$ cat src/logic/plt_regs.vh
// constants for the packet link address translation block
`ifndef PLT_REGS_VH
`define PLT_REGS_VH

// window size codes: region is 2^(code+1) bytes
`define PLT_SZ_W 5
`define PLT_SZ_MIN 5'h0b
`define PLT_SZ_MAX_LCL 5'h1e
`define PLT_SZ_MAX_LINK 5'h1f
`define PLT_SZ_CFG 5'h13
`define PLT_PAGE_BITS 12
`define PLT_CFG_BITS 20

// translation register layout (32 bits)
`define PLT_TR_DEST_LSB 22
`define PLT_TR_DEST_W 8
`define PLT_TR_ADDR_W 22
`define PLT_TR_HOP_LSB 12
`define PLT_TR_HOP_W 8
`define PLT_TR_CFG_W 12

// outbound attributes register layout (32 bits)
`define PLT_OA_SIZE_LSB 0
`define PLT_OA_RD_LSB 8
`define PLT_OA_WR_LSB 12
`define PLT_OA_PRIO_LSB 16

// inbound attributes register layout (32 bits)
`define PLT_IA_SIZE_LSB 0
`define PLT_IA_TGT_LSB 8
`define PLT_IA_SNOOP_BIT 12

// link request types
`define PLT_TT_NREAD 4'h2
`define PLT_TT_NWRITE 4'h4
`define PLT_TT_NWRITE_R 4'h5
`define PLT_TT_MAINT_RD 4'h8
`define PLT_TT_MAINT_WR 4'h9

// target interface code that means the packet link
`define PLT_TGT_LINK 4'hc

`endif

$ cat src/logic/plt_xlate.v
// address translation unit: local routing, outbound and inbound link windows
//
// How it works
// - eight local windows route regions, no translation
// - local window sizes span 4 Kbytes to 2 GBytes
// - outbound maps 32-bit to 34-bit, adds attributes
// - nine outbound windows; window 0 is default
// - default outbound window has no base
// - base in local space, translation in link space
// - attributes hold size and request type
// - regular translation holds dest id, address bits
// - maintenance translation holds dest, hops, offset bits
// - link address is translation joined with offset
// - maintenance offset joins 12-bit field with offset
// - inbound maps 34-bit to 32-bit, adds attributes
// - five inbound windows; window 0 is default
// - default inbound window has no base
// - inbound base, translation, size and snoop
// - extra 1 Mbyte config window, programmable base
// - config hits land at same offset in config area
// - config window beats every other inbound window
// - maintenance requests carry offset, not address
`timescale 1ns/100ps
module plt_xlate (
    input wire mclk,                              // 10 MHz clock
    input wire arst_n,                            // async reset, active low
    input wire lcl_valid,                         // local master access strobe
    input wire [31:0] lcl_addr,                   // local address
    input wire lcl_write,                         // access is a write
    input wire [8*20-1:0] local_routing_window,   // window bases, bits 31:12 each
    input wire [8*5-1:0] lw_size,                 // window size codes
    input wire [7:0] lw_en,                       // window enables
    input wire [8*4-1:0] lw_target,               // target interface per window
    input wire [11:0] config_area_base_reg,       // config area base, bits 31:20
    input wire [19:0] onchip_sram_base_reg,       // sram base, bits 31:12
    input wire [4:0] sram_size,                   // sram region size code
    input wire sram_en,                           // sram region enabled
    output reg lcl_done,                          // decode result valid
    output reg [3:0] lcl_target,                  // chosen target interface
    output reg [2:0] lcl_win,                     // matching local window
    output reg lcl_cfg,                           // hit config area
    output reg lcl_sram,                          // hit on-chip sram
    output reg lcl_miss,                          // no window covers address
    input wire [8*20-1:0] outbound_base_reg,      // windows 1..8, bits 31:12
    input wire [7:0] ob_en,                       // enables for windows 1..8
    input wire [9*32-1:0] outbound_translation_reg, // windows 0..8
    input wire [9*32-1:0] outbound_attributes_reg,  // windows 0..8
    output reg ob_valid,                          // link request strobe
    output reg ob_write,                          // request is a write
    output reg [33:0] ob_link_addr,               // translated link address
    output reg [7:0] ob_dest_id,                  // target device id
    output reg [7:0] ob_hop,                      // hop count, maintenance
    output reg [23:0] ob_maint_off,               // maintenance register offset
    output reg ob_maint,                          // request is maintenance
    output reg [3:0] ob_ttype,                    // request type code
    output reg [1:0] ob_prio,                     // request priority
    output reg [3:0] ob_win,                      // outbound window used
    input wire in_valid,                          // incoming link access strobe
    input wire [33:0] in_addr,                    // link address
    input wire in_write,                          // incoming write
    input wire [4*22-1:0] inbound_base_reg,       // windows 1..4, bits 33:12
    input wire [3:0] ib_en,                       // enables for windows 1..4
    input wire [5*20-1:0] inbound_translation_reg,  // windows 0..4, bits 31:12
    input wire [5*32-1:0] inbound_attributes_reg,   // windows 0..4
    input wire [13:0] config_space_window_base_reg, // link base, bits 33:20
    input wire cfg_win_en,                        // config window enabled
    output reg ib_valid,                          // translated access strobe
    output reg ib_write,                          // translated access is a write
    output reg [31:0] ib_local_addr,              // local address
    output reg [3:0] ib_target,                   // target interface
    output reg ib_snoop,                          // snoop local processor
    output reg ib_cfg,                            // routed to config area
    output reg [2:0] ib_win                       // inbound window used
);
    `include "plt_regs.vh"

    ////////////////////////////////////////////////////////////////////////////
    // reset release
    reg rst_meta;
    reg rst_n_s;

    always @(posedge mclk or negedge arst_n) begin
        if (!arst_n) begin
            rst_meta <= 1'b0;
            rst_n_s <= 1'b0;
        end else begin
            rst_meta <= 1'b1;
            rst_n_s <= rst_meta;
        end
    end

    ////////////////////////////////////////////////////////////////////////////
    // local routing decode
    wire [7:0] lw_hit;
    wire lw_any;
    wire [3:0] lw_idx;
    wire sram_hit;
    wire cfg_area_hit;
    wire [3:0] lw_sel_tgt;
    wire to_link;

    genvar g;
    generate
        for (g = 0; g < 8; g = g + 1) begin : g_lw
            plt_win_match #(.AW(32), .MAXSZ(`PLT_SZ_MAX_LCL)) u_m (
                .addr(lcl_addr),
                .base({local_routing_window[g*20 +: 20], {`PLT_PAGE_BITS{1'b0}}}),
                .size(lw_size[g*5 +: 5]),
                .en(lw_en[g]),
                .hit(lw_hit[g]),
                .mask()
            );
        end
    endgenerate

    plt_pick #(.N(8)) u_lw_pick (
        .req(lw_hit),
        .any(lw_any),
        .idx(lw_idx)
    );

    plt_win_match #(.AW(32), .MAXSZ(`PLT_SZ_MAX_LCL)) u_sram (
        .addr(lcl_addr),
        .base({onchip_sram_base_reg, {`PLT_PAGE_BITS{1'b0}}}),
        .size(sram_size),
        .en(sram_en),
        .hit(sram_hit),
        .mask()
    );

    // the config area and sram have their own bases, outside the eight windows
    assign cfg_area_hit = (lcl_addr[31:`PLT_CFG_BITS] == config_area_base_reg);
    assign lw_sel_tgt = lw_target[lw_idx[2:0]*4 +: 4];
    assign to_link = lcl_valid & ~cfg_area_hit & ~sram_hit & lw_any &
                     (lw_sel_tgt == `PLT_TGT_LINK);

    ////////////////////////////////////////////////////////////////////////////
    // outbound windows
    wire [8:0] ob_hit;
    wire [9*32-1:0] ob_mask;
    wire ob_any;
    wire [3:0] ob_pidx;
    wire [3:0] ob_sel;
    wire [31:0] ob_tr;
    wire [31:0] ob_at;
    wire [31:0] ob_m;
    wire [33:0] ob_m34;
    wire [3:0] ob_type;
    wire [33:0] next_link_addr;
    wire [23:0] next_maint_off;

    generate
        for (g = 0; g < 9; g = g + 1) begin : g_ob
            if (g == 0) begin : g_def
                // default window: size only, no base, always on
                plt_win_match #(.AW(32), .MAXSZ(`PLT_SZ_MAX_LCL)) u_m (
                    .addr(lcl_addr),
                    .base(32'h0000_0000),
                    .size(outbound_attributes_reg[`PLT_OA_SIZE_LSB +: 5]),
                    .en(1'b1),
                    .hit(ob_hit[0]),
                    .mask(ob_mask[31:0])
                );
            end else begin : g_win
                plt_win_match #(.AW(32), .MAXSZ(`PLT_SZ_MAX_LCL)) u_m (
                    .addr(lcl_addr),
                    .base({outbound_base_reg[(g-1)*20 +: 20], {`PLT_PAGE_BITS{1'b0}}}),
                    .size(outbound_attributes_reg[g*32 + `PLT_OA_SIZE_LSB +: 5]),
                    .en(ob_en[g-1]),
                    .hit(ob_hit[g]),
                    .mask(ob_mask[g*32 +: 32])
                );
            end
        end
    endgenerate

    plt_pick #(.N(8)) u_ob_pick (
        .req(ob_hit[8:1]),
        .any(ob_any),
        .idx(ob_pidx)
    );

    assign ob_sel = ob_any ? (ob_pidx + 4'h1) : 4'h0;
    assign ob_tr = outbound_translation_reg[ob_sel*32 +: 32];
    assign ob_at = outbound_attributes_reg[ob_sel*32 +: 32];
    assign ob_m = ob_mask[ob_sel*32 +: 32];
    assign ob_m34 = {2'b11, ob_m};
    assign ob_type = lcl_write ? ob_at[`PLT_OA_WR_LSB +: 4] : ob_at[`PLT_OA_RD_LSB +: 4];

    // base bits from translation, offset bits from the access
    assign next_link_addr = ({ob_tr[`PLT_TR_ADDR_W-1:0], {`PLT_PAGE_BITS{1'b0}}} & ob_m34) |
                            ({2'b00, lcl_addr} & ~ob_m34);
    assign next_maint_off = ({ob_tr[`PLT_TR_CFG_W-1:0], {`PLT_PAGE_BITS{1'b0}}} & ob_m[23:0]) |
                            (lcl_addr[23:0] & ~ob_m[23:0]);

    ////////////////////////////////////////////////////////////////////////////
    // inbound windows
    wire [4:0] ib_hit;
    wire [5*34-1:0] ib_mask;
    wire ib_any;
    wire [3:0] ib_pidx;
    wire [2:0] ib_sel;
    wire cfg_win_hit;
    wire [31:0] ib_at;
    wire [31:0] ib_m;
    wire [31:0] next_ib_addr;

    generate
        for (g = 0; g < 5; g = g + 1) begin : g_ib
            if (g == 0) begin : g_def
                plt_win_match #(.AW(34), .MAXSZ(`PLT_SZ_MAX_LINK)) u_m (
                    .addr(in_addr),
                    .base(34'h0_0000_0000),
                    .size(inbound_attributes_reg[`PLT_IA_SIZE_LSB +: 5]),
                    .en(1'b1),
                    .hit(ib_hit[0]),
                    .mask(ib_mask[33:0])
                );
            end else begin : g_win
                plt_win_match #(.AW(34), .MAXSZ(`PLT_SZ_MAX_LINK)) u_m (
                    .addr(in_addr),
                    .base({inbound_base_reg[(g-1)*22 +: 22], {`PLT_PAGE_BITS{1'b0}}}),
                    .size(inbound_attributes_reg[g*32 + `PLT_IA_SIZE_LSB +: 5]),
                    .en(ib_en[g-1]),
                    .hit(ib_hit[g]),
                    .mask(ib_mask[g*34 +: 34])
                );
            end
        end
    endgenerate

    plt_pick #(.N(4)) u_ib_pick (
        .req(ib_hit[4:1]),
        .any(ib_any),
        .idx(ib_pidx)
    );

    plt_win_match #(.AW(34), .MAXSZ(`PLT_SZ_MAX_LINK)) u_cfgwin (
        .addr(in_addr),
        .base({config_space_window_base_reg, {`PLT_CFG_BITS{1'b0}}}),
        .size(`PLT_SZ_CFG),
        .en(cfg_win_en),
        .hit(cfg_win_hit),
        .mask()
    );

    assign ib_sel = ib_any ? (ib_pidx[2:0] + 3'h1) : 3'h0;
    assign ib_at = inbound_attributes_reg[ib_sel*32 +: 32];
    assign ib_m = ib_mask[ib_sel*34 +: 32];
    assign next_ib_addr = ({inbound_translation_reg[ib_sel*20 +: 20],
                           {`PLT_PAGE_BITS{1'b0}}} & ib_m) | (in_addr[31:0] & ~ib_m);

    ////////////////////////////////////////////////////////////////////////////
    // registered results, one cycle after each strobe
    always @(posedge mclk or negedge rst_n_s) begin
        if (!rst_n_s) begin
            lcl_done <= 1'b0;
            lcl_target <= 4'h0;
            lcl_win <= 3'h0;
            lcl_cfg <= 1'b0;
            lcl_sram <= 1'b0;
            lcl_miss <= 1'b0;
            ob_valid <= 1'b0;
            ob_write <= 1'b0;
            ob_link_addr <= 34'h0_0000_0000;
            ob_dest_id <= 8'h00;
            ob_hop <= 8'h00;
            ob_maint_off <= 24'h00_0000;
            ob_maint <= 1'b0;
            ob_ttype <= 4'h0;
            ob_prio <= 2'h0;
            ob_win <= 4'h0;
            ib_valid <= 1'b0;
            ib_write <= 1'b0;
            ib_local_addr <= 32'h0000_0000;
            ib_target <= 4'h0;
            ib_snoop <= 1'b0;
            ib_cfg <= 1'b0;
            ib_win <= 3'h0;
        end else begin
            lcl_done <= lcl_valid;
            ob_valid <= to_link;
            ib_valid <= in_valid;
            if (lcl_valid) begin
                lcl_cfg <= cfg_area_hit;
                lcl_sram <= ~cfg_area_hit & sram_hit;
                lcl_miss <= ~cfg_area_hit & ~sram_hit & ~lw_any;
                lcl_win <= lw_idx[2:0];
                lcl_target <= (cfg_area_hit | sram_hit | ~lw_any) ? 4'h0 : lw_sel_tgt;
            end
            if (to_link) begin
                ob_write <= lcl_write;
                ob_win <= ob_sel;
                ob_ttype <= ob_type;
                ob_prio <= ob_at[`PLT_OA_PRIO_LSB +: 2];
                ob_dest_id <= ob_tr[`PLT_TR_DEST_LSB +: `PLT_TR_DEST_W];
                // a maintenance request carries an offset and no address
                if (ob_type == `PLT_TT_MAINT_RD || ob_type == `PLT_TT_MAINT_WR) begin
                    ob_maint <= 1'b1;
                    ob_hop <= ob_tr[`PLT_TR_HOP_LSB +: `PLT_TR_HOP_W];
                    ob_maint_off <= next_maint_off;
                    ob_link_addr <= 34'h0_0000_0000;
                end else begin
                    ob_maint <= 1'b0;
                    ob_hop <= 8'h00;
                    ob_maint_off <= 24'h00_0000;
                    ob_link_addr <= next_link_addr;
                end
            end
            if (in_valid) begin
                ib_write <= in_write;
                if (cfg_win_hit) begin
                    ib_cfg <= 1'b1;
                    ib_local_addr <= {config_area_base_reg, in_addr[`PLT_CFG_BITS-1:0]};
                    ib_target <= 4'h0;
                    ib_snoop <= 1'b0;
                    ib_win <= 3'h0;
                end else begin
                    ib_cfg <= 1'b0;
                    ib_local_addr <= next_ib_addr;
                    ib_target <= ib_at[`PLT_IA_TGT_LSB +: 4];
                    ib_snoop <= ib_at[`PLT_IA_SNOOP_BIT];
                    ib_win <= ib_sel;
                end
            end
        end
    end
endmodule

$ cat src/logic/plt_win_match.v
// one address window compare: base, power-of-two size, enable
`timescale 1ns/100ps
module plt_win_match #(
    parameter AW = 32,
    parameter [4:0] MAXSZ = 5'h1e
) (
    input wire [AW-1:0] addr,     // address under test
    input wire [AW-1:0] base,     // window base, aligned to its size
    input wire [4:0] size,        // size code, 2^(size+1) bytes
    input wire en,                // window enabled
    output wire hit,              // address falls inside window
    output wire [AW-1:0] mask     // ones over the base bits
);
    `include "plt_regs.vh"

    wire [4:0] eff;
    wire [5:0] sh;

    // out-of-range codes are clamped rather than flagged
    assign eff = (size < `PLT_SZ_MIN) ? `PLT_SZ_MIN : ((size > MAXSZ) ? MAXSZ : size);
    assign sh = {1'b0, eff} + 6'h01;
    assign mask = {AW{1'b1}} << sh;
    assign hit = en & (((addr ^ base) & mask) == {AW{1'b0}});
endmodule

$ cat src/logic/plt_pick.v
// lowest-numbered set request wins
`timescale 1ns/100ps
module plt_pick #(
    parameter N = 8
) (
    input wire [N-1:0] req,       // one bit per window
    output reg any,               // some bit set
    output reg [3:0] idx          // index of lowest set bit
);
    integer i;

    always @* begin
        any = 1'b0;
        idx = 4'h0;
        for (i = N - 1; i >= 0; i = i - 1) begin
            if (req[i]) begin
                any = 1'b1;
                idx = i[3:0];
            end
        end
    end
endmodule

$ cat config.mk
export PLATFORM = sky130hd
export DESIGN_NAME = plt_xlate
export DESIGN_NICKNAME = d
export VERILOG_FILES = /design/src/logic/plt_xlate.v /design/src/logic/plt_win_match.v /design/src/logic/plt_pick.v
export VERILOG_INCLUDE_DIRS = /design/src /design/src/logic
export SDC_FILE = /design/constraint.sdc
export NUM_CORES = 2
export LEC_CHECK = 0
export BUFFER_PORTS_ARGS = -buffer_cell sky130_fd_sc_hd__buf_2
export CORE_AREA = 2 2 631 633
export DETAILED_ROUTE_END_ITERATION = 6
export DIE_AREA = 0 0 633 635
export PLACE_DENSITY = 0.3
export SYNTH_ARGS = -nofsm -noshare
export SYNTH_HDL_FRONTEND = slang
export SYNTH_SLANG_ARGS = --single-unit
$ cat constraint.sdc
create_clock -name mclk -period 4.2 [get_ports mclk]
set_clock_uncertainty 0.15 [all_clocks]
set_input_delay 1.05 -clock mclk [delete_from_list [all_inputs] [get_ports mclk]]
set_output_delay 1.05 -clock mclk [all_outputs]
set_load 0.01 [all_outputs]
# --- Yosys cells after proc, flatten, opt, wreduce, memory -nomap -nowiden ---
# Index checks and enable logic that the tools add are counted.
totals:
  out_inout_bits: 141
  input_bits: 1461
  elab_cells: 343
  regBits: 143
op_classes:
  n_reduce_logical: 23
  muxes: 99
  n_lt_le_gt_ge: 46
  n_eq_ne: 4
  n_addsub: 25
  n_shift: 30
  bitwise_logic: 89
  n_mul: 2
op_table:
  columns: ["operator", "n"]
  rows:
  - ["$and 32x32->32", 19]
  - ["$shl 32x6->32 const A", 18]
  - ["$logic_not 32->1", 17]
  - ["$xor 32x32->32", 17]
  - ["$shiftx 288x10->18", 1]
  - ["$shiftx 288x10->30", 1]
  - ["$shiftx 288x10->32", 1]
  - ["$mux 5", 46]
  - ["$and 34x34->34", 5]
  - ["$logic_not 34->1", 5]
  - ["$shiftx 170x10->32", 1]
  - ["$shl 34x6->34 const A", 5]
  - ["$xor 34x34->34", 5]
  - ["$shiftx 160x9->13", 1]
  - ["$add 5x1->6 const B", 23]
  - ["$gt 5x5->1 const B", 23]
  - ["$lt 5x4->1 const B", 23]
  - ["$shiftx 100x9->20", 1]
  - ["$mux 3", 18]
  - ["$and 24x24->24", 2]
  - ["$and 32x34->34", 1]
  - ["$mux 34", 1]
  - ["$not 34->34", 1]
  - ["$or 34x34->34", 1]
  - ["other kinds (21)", 82]

# --- Logic depth before layout (Yosys ltp) ---
logic_depth:
  word_depth: 23
  mapped_depth: 39
  ltp_nobuf: 29

# --- Modules after synthesis ---
# A second synthesis with hierarchy kept.
unflattened:
  cells_unflattened: 5610
  area_unflattened_um2: 39616.7
by_module_without_submodules:
  columns: ["module", "seq_area_each_um2", "cells_each", "area_each_um2", "n_inst"]
  rows:
  - ["plt_xlate", 3578.4, 1791, 14402.6, 1]
  - ["plt_win_match at g_ob[0].g_def.u_m ...", 0.0, 154, 1032.2, 10]
  - ["plt_win_match at g_lw[0].u_m ...", 0.0, 153, 1003.5, 8]
  - ["plt_win_match at g_ib[0].g_def.u_m ...", 0.0, 171, 1106.1, 5]
  - ["plt_win_match at u_cfgwin", 0.0, 160, 1097.3, 1]
  - ["plt_pick at u_lw_pick ...", 0.0, 15, 91.3, 2]
  - ["plt_pick at u_ib_pick", 0.0, 10, 53.8, 1]

# --- Least setup slack after synthesis ---
# No wires, ideal clock.
synth_timing:
  path_kind: "input to register"
  from: "in outbound_attributes_reg[196]"
  to: "reg ob_maint_off[15]"
  slack_ps: -3420
  setup_ps: 136
  required_time_ps: 3914
  arrival_time_ps: 7334
  cell_stages: 32
  path_buffers: 12
  cell_sequence: "buf_2 a21oi_1 or2_2 ha_1 inv_1 ha_1 clkbuf_1 nand2_1 o211ai_1 o22ai_1 o21ai_0 or4_1 or4_4 o211a_1 a21o_1 buf_6 inv_4 buf_8 buf_6 buf_2 buf_2 buf_2 ha_1 clkbuf_1 clkbuf_1 clkbuf_1 clkbuf_1 a21oi_1 a2111oi_0 a211oi_1 o211ai_1 o21ai_0"
synth_via:
  elab_chain_len: 21
  elab_cells_between_ends: 35
  classes_between: "add/sub: 2; order compare: 2; eq/ne: 2; shift: 4; mux: 17; bitwise: 6; reduce/logical: 2"
synth_rtl:
  columns: ["item", "line_no", "rtl"]
  rows:
  - ["from (decl)", "plt_xlate.v:47", "input wire [9*32-1:0] outbound_attributes_reg,"]
  - ["$gt 5x5->1", "plt_win_match.v:20", "assign eff = (size < `PLT_SZ_MIN) ? `PLT_SZ_MIN : ((size > MAXSZ) ? MAXSZ : size);"]
  - ["$mux 5", "plt_win_match.v:20", null]
  - ["$mux 5 *", "plt_win_match.v:20", null]
  - ["$add 5x1->6 *", "plt_win_match.v:21", "assign sh = {1'b0, eff} + 6'h01;"]
  - ["$shl 32x6->32 *", "plt_win_match.v:22", "assign mask = {AW{1'b1}} << sh;"]
  - ["$and 32x32->32", "plt_win_match.v:23", "assign hit = en & (((addr ^ base) & mask) == {AW{1'b0}});"]
  - ["$logic_not 32->1", "plt_win_match.v:23", null]
  - ["$and 1x1->1", "plt_win_match.v:23", null]
  - ["$mux 3 (6 in series)", "plt_pick.v:16", "if (req[i]) begin"]
  - ["$add 4x1->4", "plt_xlate.v:183", "assign ob_sel = ob_any ? (ob_pidx + 4'h1) : 4'h0;"]
  - ["$mux 4", "plt_xlate.v:183", null]
  - ["$shiftx 288x10->18 / $shiftx 288x10->32 (equally long branches)", "plt_xlate.v:185, plt_xlate.v:186", null]
  - ["$mux 4 / $not 24->24 (equally long branches)", "plt_xlate.v:188, plt_xlate.v:194", null]
  - ["$eq 4x4->1 (no source line) / $and 24x24->24 (equally long branches)", null, null]
  - ["$logic_or 1x1->1 (no source line) / $or 24x24->24 (equally long branches)", null, null]
  - ["$mux 24 *", "plt_xlate.v:298", "if (ob_type == `PLT_TT_MAINT_RD || ob_type == `PLT_TT_MAINT_WR) begin"]
  - ["to (signal assigned)", "plt_xlate.v:301", "ob_maint_off <= next_maint_off;"]
  - ["to (decl)", "plt_xlate.v:53", "output reg [23:0] ob_maint_off,"]
# Mark *: on every way between the ends. The rest lies on a longest branch, timed or not.
# A chain may end at the register's enable or synchronous reset.

# --- Worst setup path in the final report ---
layout_timing:
  from: "in outbound_attributes_reg[193]"
  to: "reg ob_link_addr[26]"
layout_via:
  elab_chain_len: 21
  elab_cells_between_ends: 35
  classes_between: "add/sub: 2; order compare: 2; eq/ne: 2; shift: 4; mux: 17; bitwise: 6; reduce/logical: 2"
layout_rtl:
  columns: ["item", "line_no", "rtl"]
  rows:
  - ["$gt 5x5->1", "plt_win_match.v:20", null]
  - ["$mux 5", "plt_win_match.v:20", null]
  - ["$mux 5 *", "plt_win_match.v:20", null]
  - ["$add 5x1->6 *", "plt_win_match.v:21", null]
  - ["$shl 32x6->32 *", "plt_win_match.v:22", null]
  - ["$and 32x32->32", "plt_win_match.v:23", null]
  - ["$logic_not 32->1", "plt_win_match.v:23", null]
  - ["$and 1x1->1", "plt_win_match.v:23", null]
  - ["$mux 3 (6 in series)", "plt_pick.v:16", null]
  - ["$add 4x1->4", "plt_xlate.v:183", null]
  - ["$mux 4", "plt_xlate.v:183", null]
  - ["$shiftx 288x10->18 / $shiftx 288x10->32 (equally long branches)", "plt_xlate.v:185, plt_xlate.v:186", null]
  - ["$mux 4 / $not 34->34 (equally long branches)", "plt_xlate.v:188, plt_xlate.v:192", null]
  - ["$eq 4x4->1 (no source line) / $and 32x34->34 (equally long branches)", null, null]
  - ["$logic_or 1x1->1 (no source line) / $or 34x34->34 (equally long branches)", null, null]
  - ["$mux 34 *", "plt_xlate.v:298", null]
  - ["to (signal assigned)", "plt_xlate.v:307", "ob_link_addr <= next_link_addr;"]
  - ["to (decl)", "plt_xlate.v:50", "output reg [33:0] ob_link_addr,"]
# Marked as above.

==> results.sh <==
export IMPL_outcome="complete, but fails checks"
export IMPL_failed_checks="negative setup slack"
export IMPL_synth_flop_cell="sky130_fd_sc_hd__dfrtp_1"
export IMPL_yosysWarningCount=0
export IMPL_syn_instance_count=4584
export IMPL_grt_max_degree=88
export IMPL_numCtsBuffers=25
export IMPL_grt_overflow_total=0
export IMPL_max_vdd_ir_drop_v=0.000229
export IMPL_hold_violations=0
export IMPL_detail_route_iter0_violations=3921
export IMPL_syn_to_final_growth_pct=108
export IMPL_clkSlewWorstSetupHoldPaths_ns=0.09
export IMPL_library_cells_used_by_synthesis=118
export IMPL_gr_usage_all_layers_pct=19.0
export IMPL_tritoncts="done"
export IMPL_crit_path_time_final_ns=6.27
export IMPL_yosys_area_share_simple_pct=23.1
export IMPL_global_route_wire_length_before_repair_um=514000
export IMPL_gpl_final_weighted_congestion=0.963
export IMPL_synth_adder_area_share_pct=3.69
export IMPL_dominant_combinational_cell_family_by_area_after_synthesis="compound AO/OA/AOI/OAI gates"
export IMPL_synth_async_sr_flop_share_pct=100
export IMPL_slew_headroom_pct=30.2
export IMPL_finalHoldWorstSlack_ns=0.101
export IMPL_ios=1602
export IMPL_synth_seq_area_share_pct=11.2
export IMPL_cts_num_sinks=143
export IMPL_cts_hold_fix_buffers=0
export IMPL_route_detailed_wl_per_inst_um=31.4
export IMPL_cap_viol_max_count=0
export IMPL_power_leakage_nw=28.3
export IMPL_core_um2=395000
export IMPL_place_inst=12500
export IMPL_ant_nets=0
export IMPL_drc=0
export IMPL_synth_ff_latch_count=143
export IMPL_detailroute_via_count=52100
export IMPL_clkLatencyLatePin_ns=0.54
export IMPL_worst_setup_path_start_kind="input pin"
export IMPL_cp_max_fanout=4
export IMPL_chip_width_um=633
export IMPL_antenna_violations_before_repair=160
export IMPL_synth_enable_flop_cells=0
export IMPL_port_buffer_count=1320
export IMPL_cp_required_ns=4.51
export IMPL_buffer_depth_of_the_longest_clock_path=3
export IMPL_first_global_vias=53900
export IMPL_synth_mux_area_share_pct=5.36
export IMPL_highest_count_cells_in_the_layout_ignoring_fill_and_taps="sky130_fd_sc_hd__buf_4, sky130_fd_sc_hd__buf_2, sky130_fd_sc_hd__nand2_1"
export IMPL_compound_gate_fraction_of_synth_area_pct=35.9
export IMPL_detailed_place_area_um2=58800
export IMPL_synthesis_area_um2=32000
export IMPL_initial_core_util_pct=8.09
export IMPL_final_design_area_no_fill_um2=66300
export IMPL_hpwl_um=355000
export IMPL_timing_hold_worst_class="reg2async"
export IMPL_critical_path_slowest_cell="sky130_fd_sc_hd__o211ai_1"
export IMPL_worst_endpoint_arrival_ns=6.59
export IMPL_final_instance_count_excl_fill=12800
export IMPL_powerDensity_nw_per_um2=168
export IMPL_layout_commonest_cell="sky130_fd_sc_hd__buf_4"
export IMPL_layout_worst_path_cycle_share_pct=149
export IMPL_post_synth_xor_area_fraction_pct=13.6
export IMPL_drt_total_wl_um=403000
export IMPL_clock_root_buffer="sky130_fd_sc_hd__clkbuf_16"
export IMPL_cts_htree_levels=4
export IMPL_worst_setup_path_type="in2reg"
export IMPL_die_area_um2=402000
export IMPL_worstRegToRegCells=1
export IMPL_post_drt_via_cell_ratio=4.06
export IMPL_std_cell_rows=231
export IMPL_worstMarginPinSlew_ns=1.03
export IMPL_floorplan_die_height_um=635
export IMPL_final_critical_path_setup_slack_ns=-2.07
export IMPL_number_of_slew_limit_violations_in_the_final_report=0
export IMPL_ratio_of_cells_with_drive_above_1_in_the_final_layout_pct=53.9
export IMPL_clock_fmax_mhz=159
export IMPL_first_pass_iters=5
export IMPL_cp_end_kind="flop"
export IMPL_rsz0062_at_grt="yes"
export IMPL_syn_mean_instance_area_um2=6.97
export IMPL_cp_slowest_stage_delay_ns=0.64
export IMPL_num_nets_final=9035
export IMPL_setup_viol_count_final=132
export IMPL_synth_net_count=6136
-- timing repair --
| item | 4_1_cts | 5_1_grt |
|---|---|---|
| setup endpoints to repair | 135 | 135 |
| setup buffers | 164 | 71 |
| gates cloned | 15 | 8 |
| resized for setup | 742 | 300 |
| pin swaps | 243 | 215 |
-- cell families (layout without fill, tap and decap cells) --
logic type | count (synthesis) | in the layout
AO/OA/AOI/OAI | 1660 | 1660
buffers and inverters | 540 | 3443
other | 1 | 109
adder cells (fa/ha/maj) | 95 | 95
AND/OR/NAND/NOR | 1500 | 1501
multiplexers | 152 | 152
XOR/XNOR | 493 | 493
flip-flops | 143 | 143
-- stage by stage --
step	setup slack, ns	power (mW)	util [%]	TNS, ns
floorplan	-2.52	4.04	-	-257.31
global placement	-3.78	8.53	14.9	-364.86
detailed placement	-3.57	8.49	14.9	-347.12
CTS	-2.12	11.1	16.3	-204.77
global route	-2.15	11.6	16.8	-220.64
finish	-2.07	11.1	16.8	-203.40
-- final cells by class --
type	count	area [µm²]
sequential	143	3580
multi-input combinational	3902	30700
tap	5242	6560
fill	45400	328000
clock inverter	5	77.6
clock buffer	27	653
timing repair buffer	3258	23900
antenna	108	270
inverter	153	609
-- critical path, delay by kind of cell --
family	cells	cell delay [ns]
mux	1	0.31
buf+inv	8	0.93
simple gates	6	1.64
compound gates	9	2.10
fa+ha+maj	3	0.55
-- sequential cells by signal, summed over array words and instances (netlist names), 2 cells and up --
register / count
ob_maint_off: 24
ib_win: 3
ob_link_addr: 34
lcl_win: 3
ob_dest_id: 8
ib_local_addr: 32
ob_prio: 2
ob_win: 4
ob_ttype: 4
ib_target: 4
ob_hop: 8
lcl_target: 4
-- Yosys cell counts (24+ instances only) --
cell type	count	area, µm²
sky130_fd_sc_hd__ha_1	91	1140
sky130_fd_sc_hd__o22a_1	24	210
sky130_fd_sc_hd__o311ai_0	29	254
sky130_fd_sc_hd__or2_2	30	188
sky130_fd_sc_hd__a21o_1	42	315
sky130_fd_sc_hd__xnor2_1	274	2400
sky130_fd_sc_hd__o211ai_1	95	713
sky130_fd_sc_hd__nand2b_1	67	419
sky130_fd_sc_hd__a31oi_1	92	576
sky130_fd_sc_hd__a22o_1	24	210
sky130_fd_sc_hd__nor2b_1	59	369
sky130_fd_sc_hd__o21ai_1	24	120
sky130_fd_sc_hd__o22ai_1	79	494
sky130_fd_sc_hd__mux2i_1	99	991
sky130_fd_sc_hd__a22oi_1	36	270
sky130_fd_sc_hd__o21ai_0	344	1720
sky130_fd_sc_hd__o31ai_1	38	285
sky130_fd_sc_hd__buf_2	106	531
sky130_fd_sc_hd__nand4_1	73	457
sky130_fd_sc_hd__buf_1	32	120
sky130_fd_sc_hd__nor4_1	35	219
sky130_fd_sc_hd__o21a_1	40	300
sky130_fd_sc_hd__a2111oi_0	27	236
sky130_fd_sc_hd__a21oi_1	290	1450
sky130_fd_sc_hd__mux2_2	41	462
sky130_fd_sc_hd__dfrtp_1	143	3580
sky130_fd_sc_hd__o2111ai_1	31	272
sky130_fd_sc_hd__a211oi_1	82	616
sky130_fd_sc_hd__a221oi_1	27	236
sky130_fd_sc_hd__nand3_1	186	931
sky130_fd_sc_hd__o221ai_1	46	403
sky130_fd_sc_hd__nor3_1	80	400
sky130_fd_sc_hd__nand2_1	542	2030
sky130_fd_sc_hd__and2_1	24	150
sky130_fd_sc_hd__or3_1	24	150
sky130_fd_sc_hd__inv_1	151	567
sky130_fd_sc_hd__and3_1	41	257
sky130_fd_sc_hd__clkbuf_1	228	856
sky130_fd_sc_hd__nor2_1	233	875
sky130_fd_sc_hd__xor2_1	217	1900
sky130_fd_sc_hd__a311oi_1	27	236
-- path summary, 6_finish.rpt --
path	end	slack, ns	from
worst max-delay path	ob_link_addr[26]	-2.07	outbound_attributes_reg[193]
worst min-delay path	lcl_target[1]	0.10	rst_n_s
worst max register to register	ib_local_addr[18]	2.79	rst_n_s
worst min register to register	lcl_target[1]	0.10	rst_n_s
max in group asynchronous	ib_local_addr[18]	2.79	rst_n_s
min in group mclk	rst_n_s	0.20	rst_meta
-- per-layer routing --
metal	GRT usage, %	part of all wire [%]	vias to the layer above
li1	-	-	23100
met1	20.9	38	26000
met2	35.6	52	2356
met3	1.98	4.0	647
met4	9.92	6.3	22
met5	0	0.037	-
-- report_power, final --
group / total [mW] / leakage [nW] / internal, mW / switching, mW
Combinational: 7.52 / 26.0 / 3.27 / 4.25
Clock: 2.11 / 0.359 / 1.22 / 0.891
Sequential: 1.48 / 1.90 / 1.43 / 0.0526
Note: power is estimated with default switching activity, not from simulation.
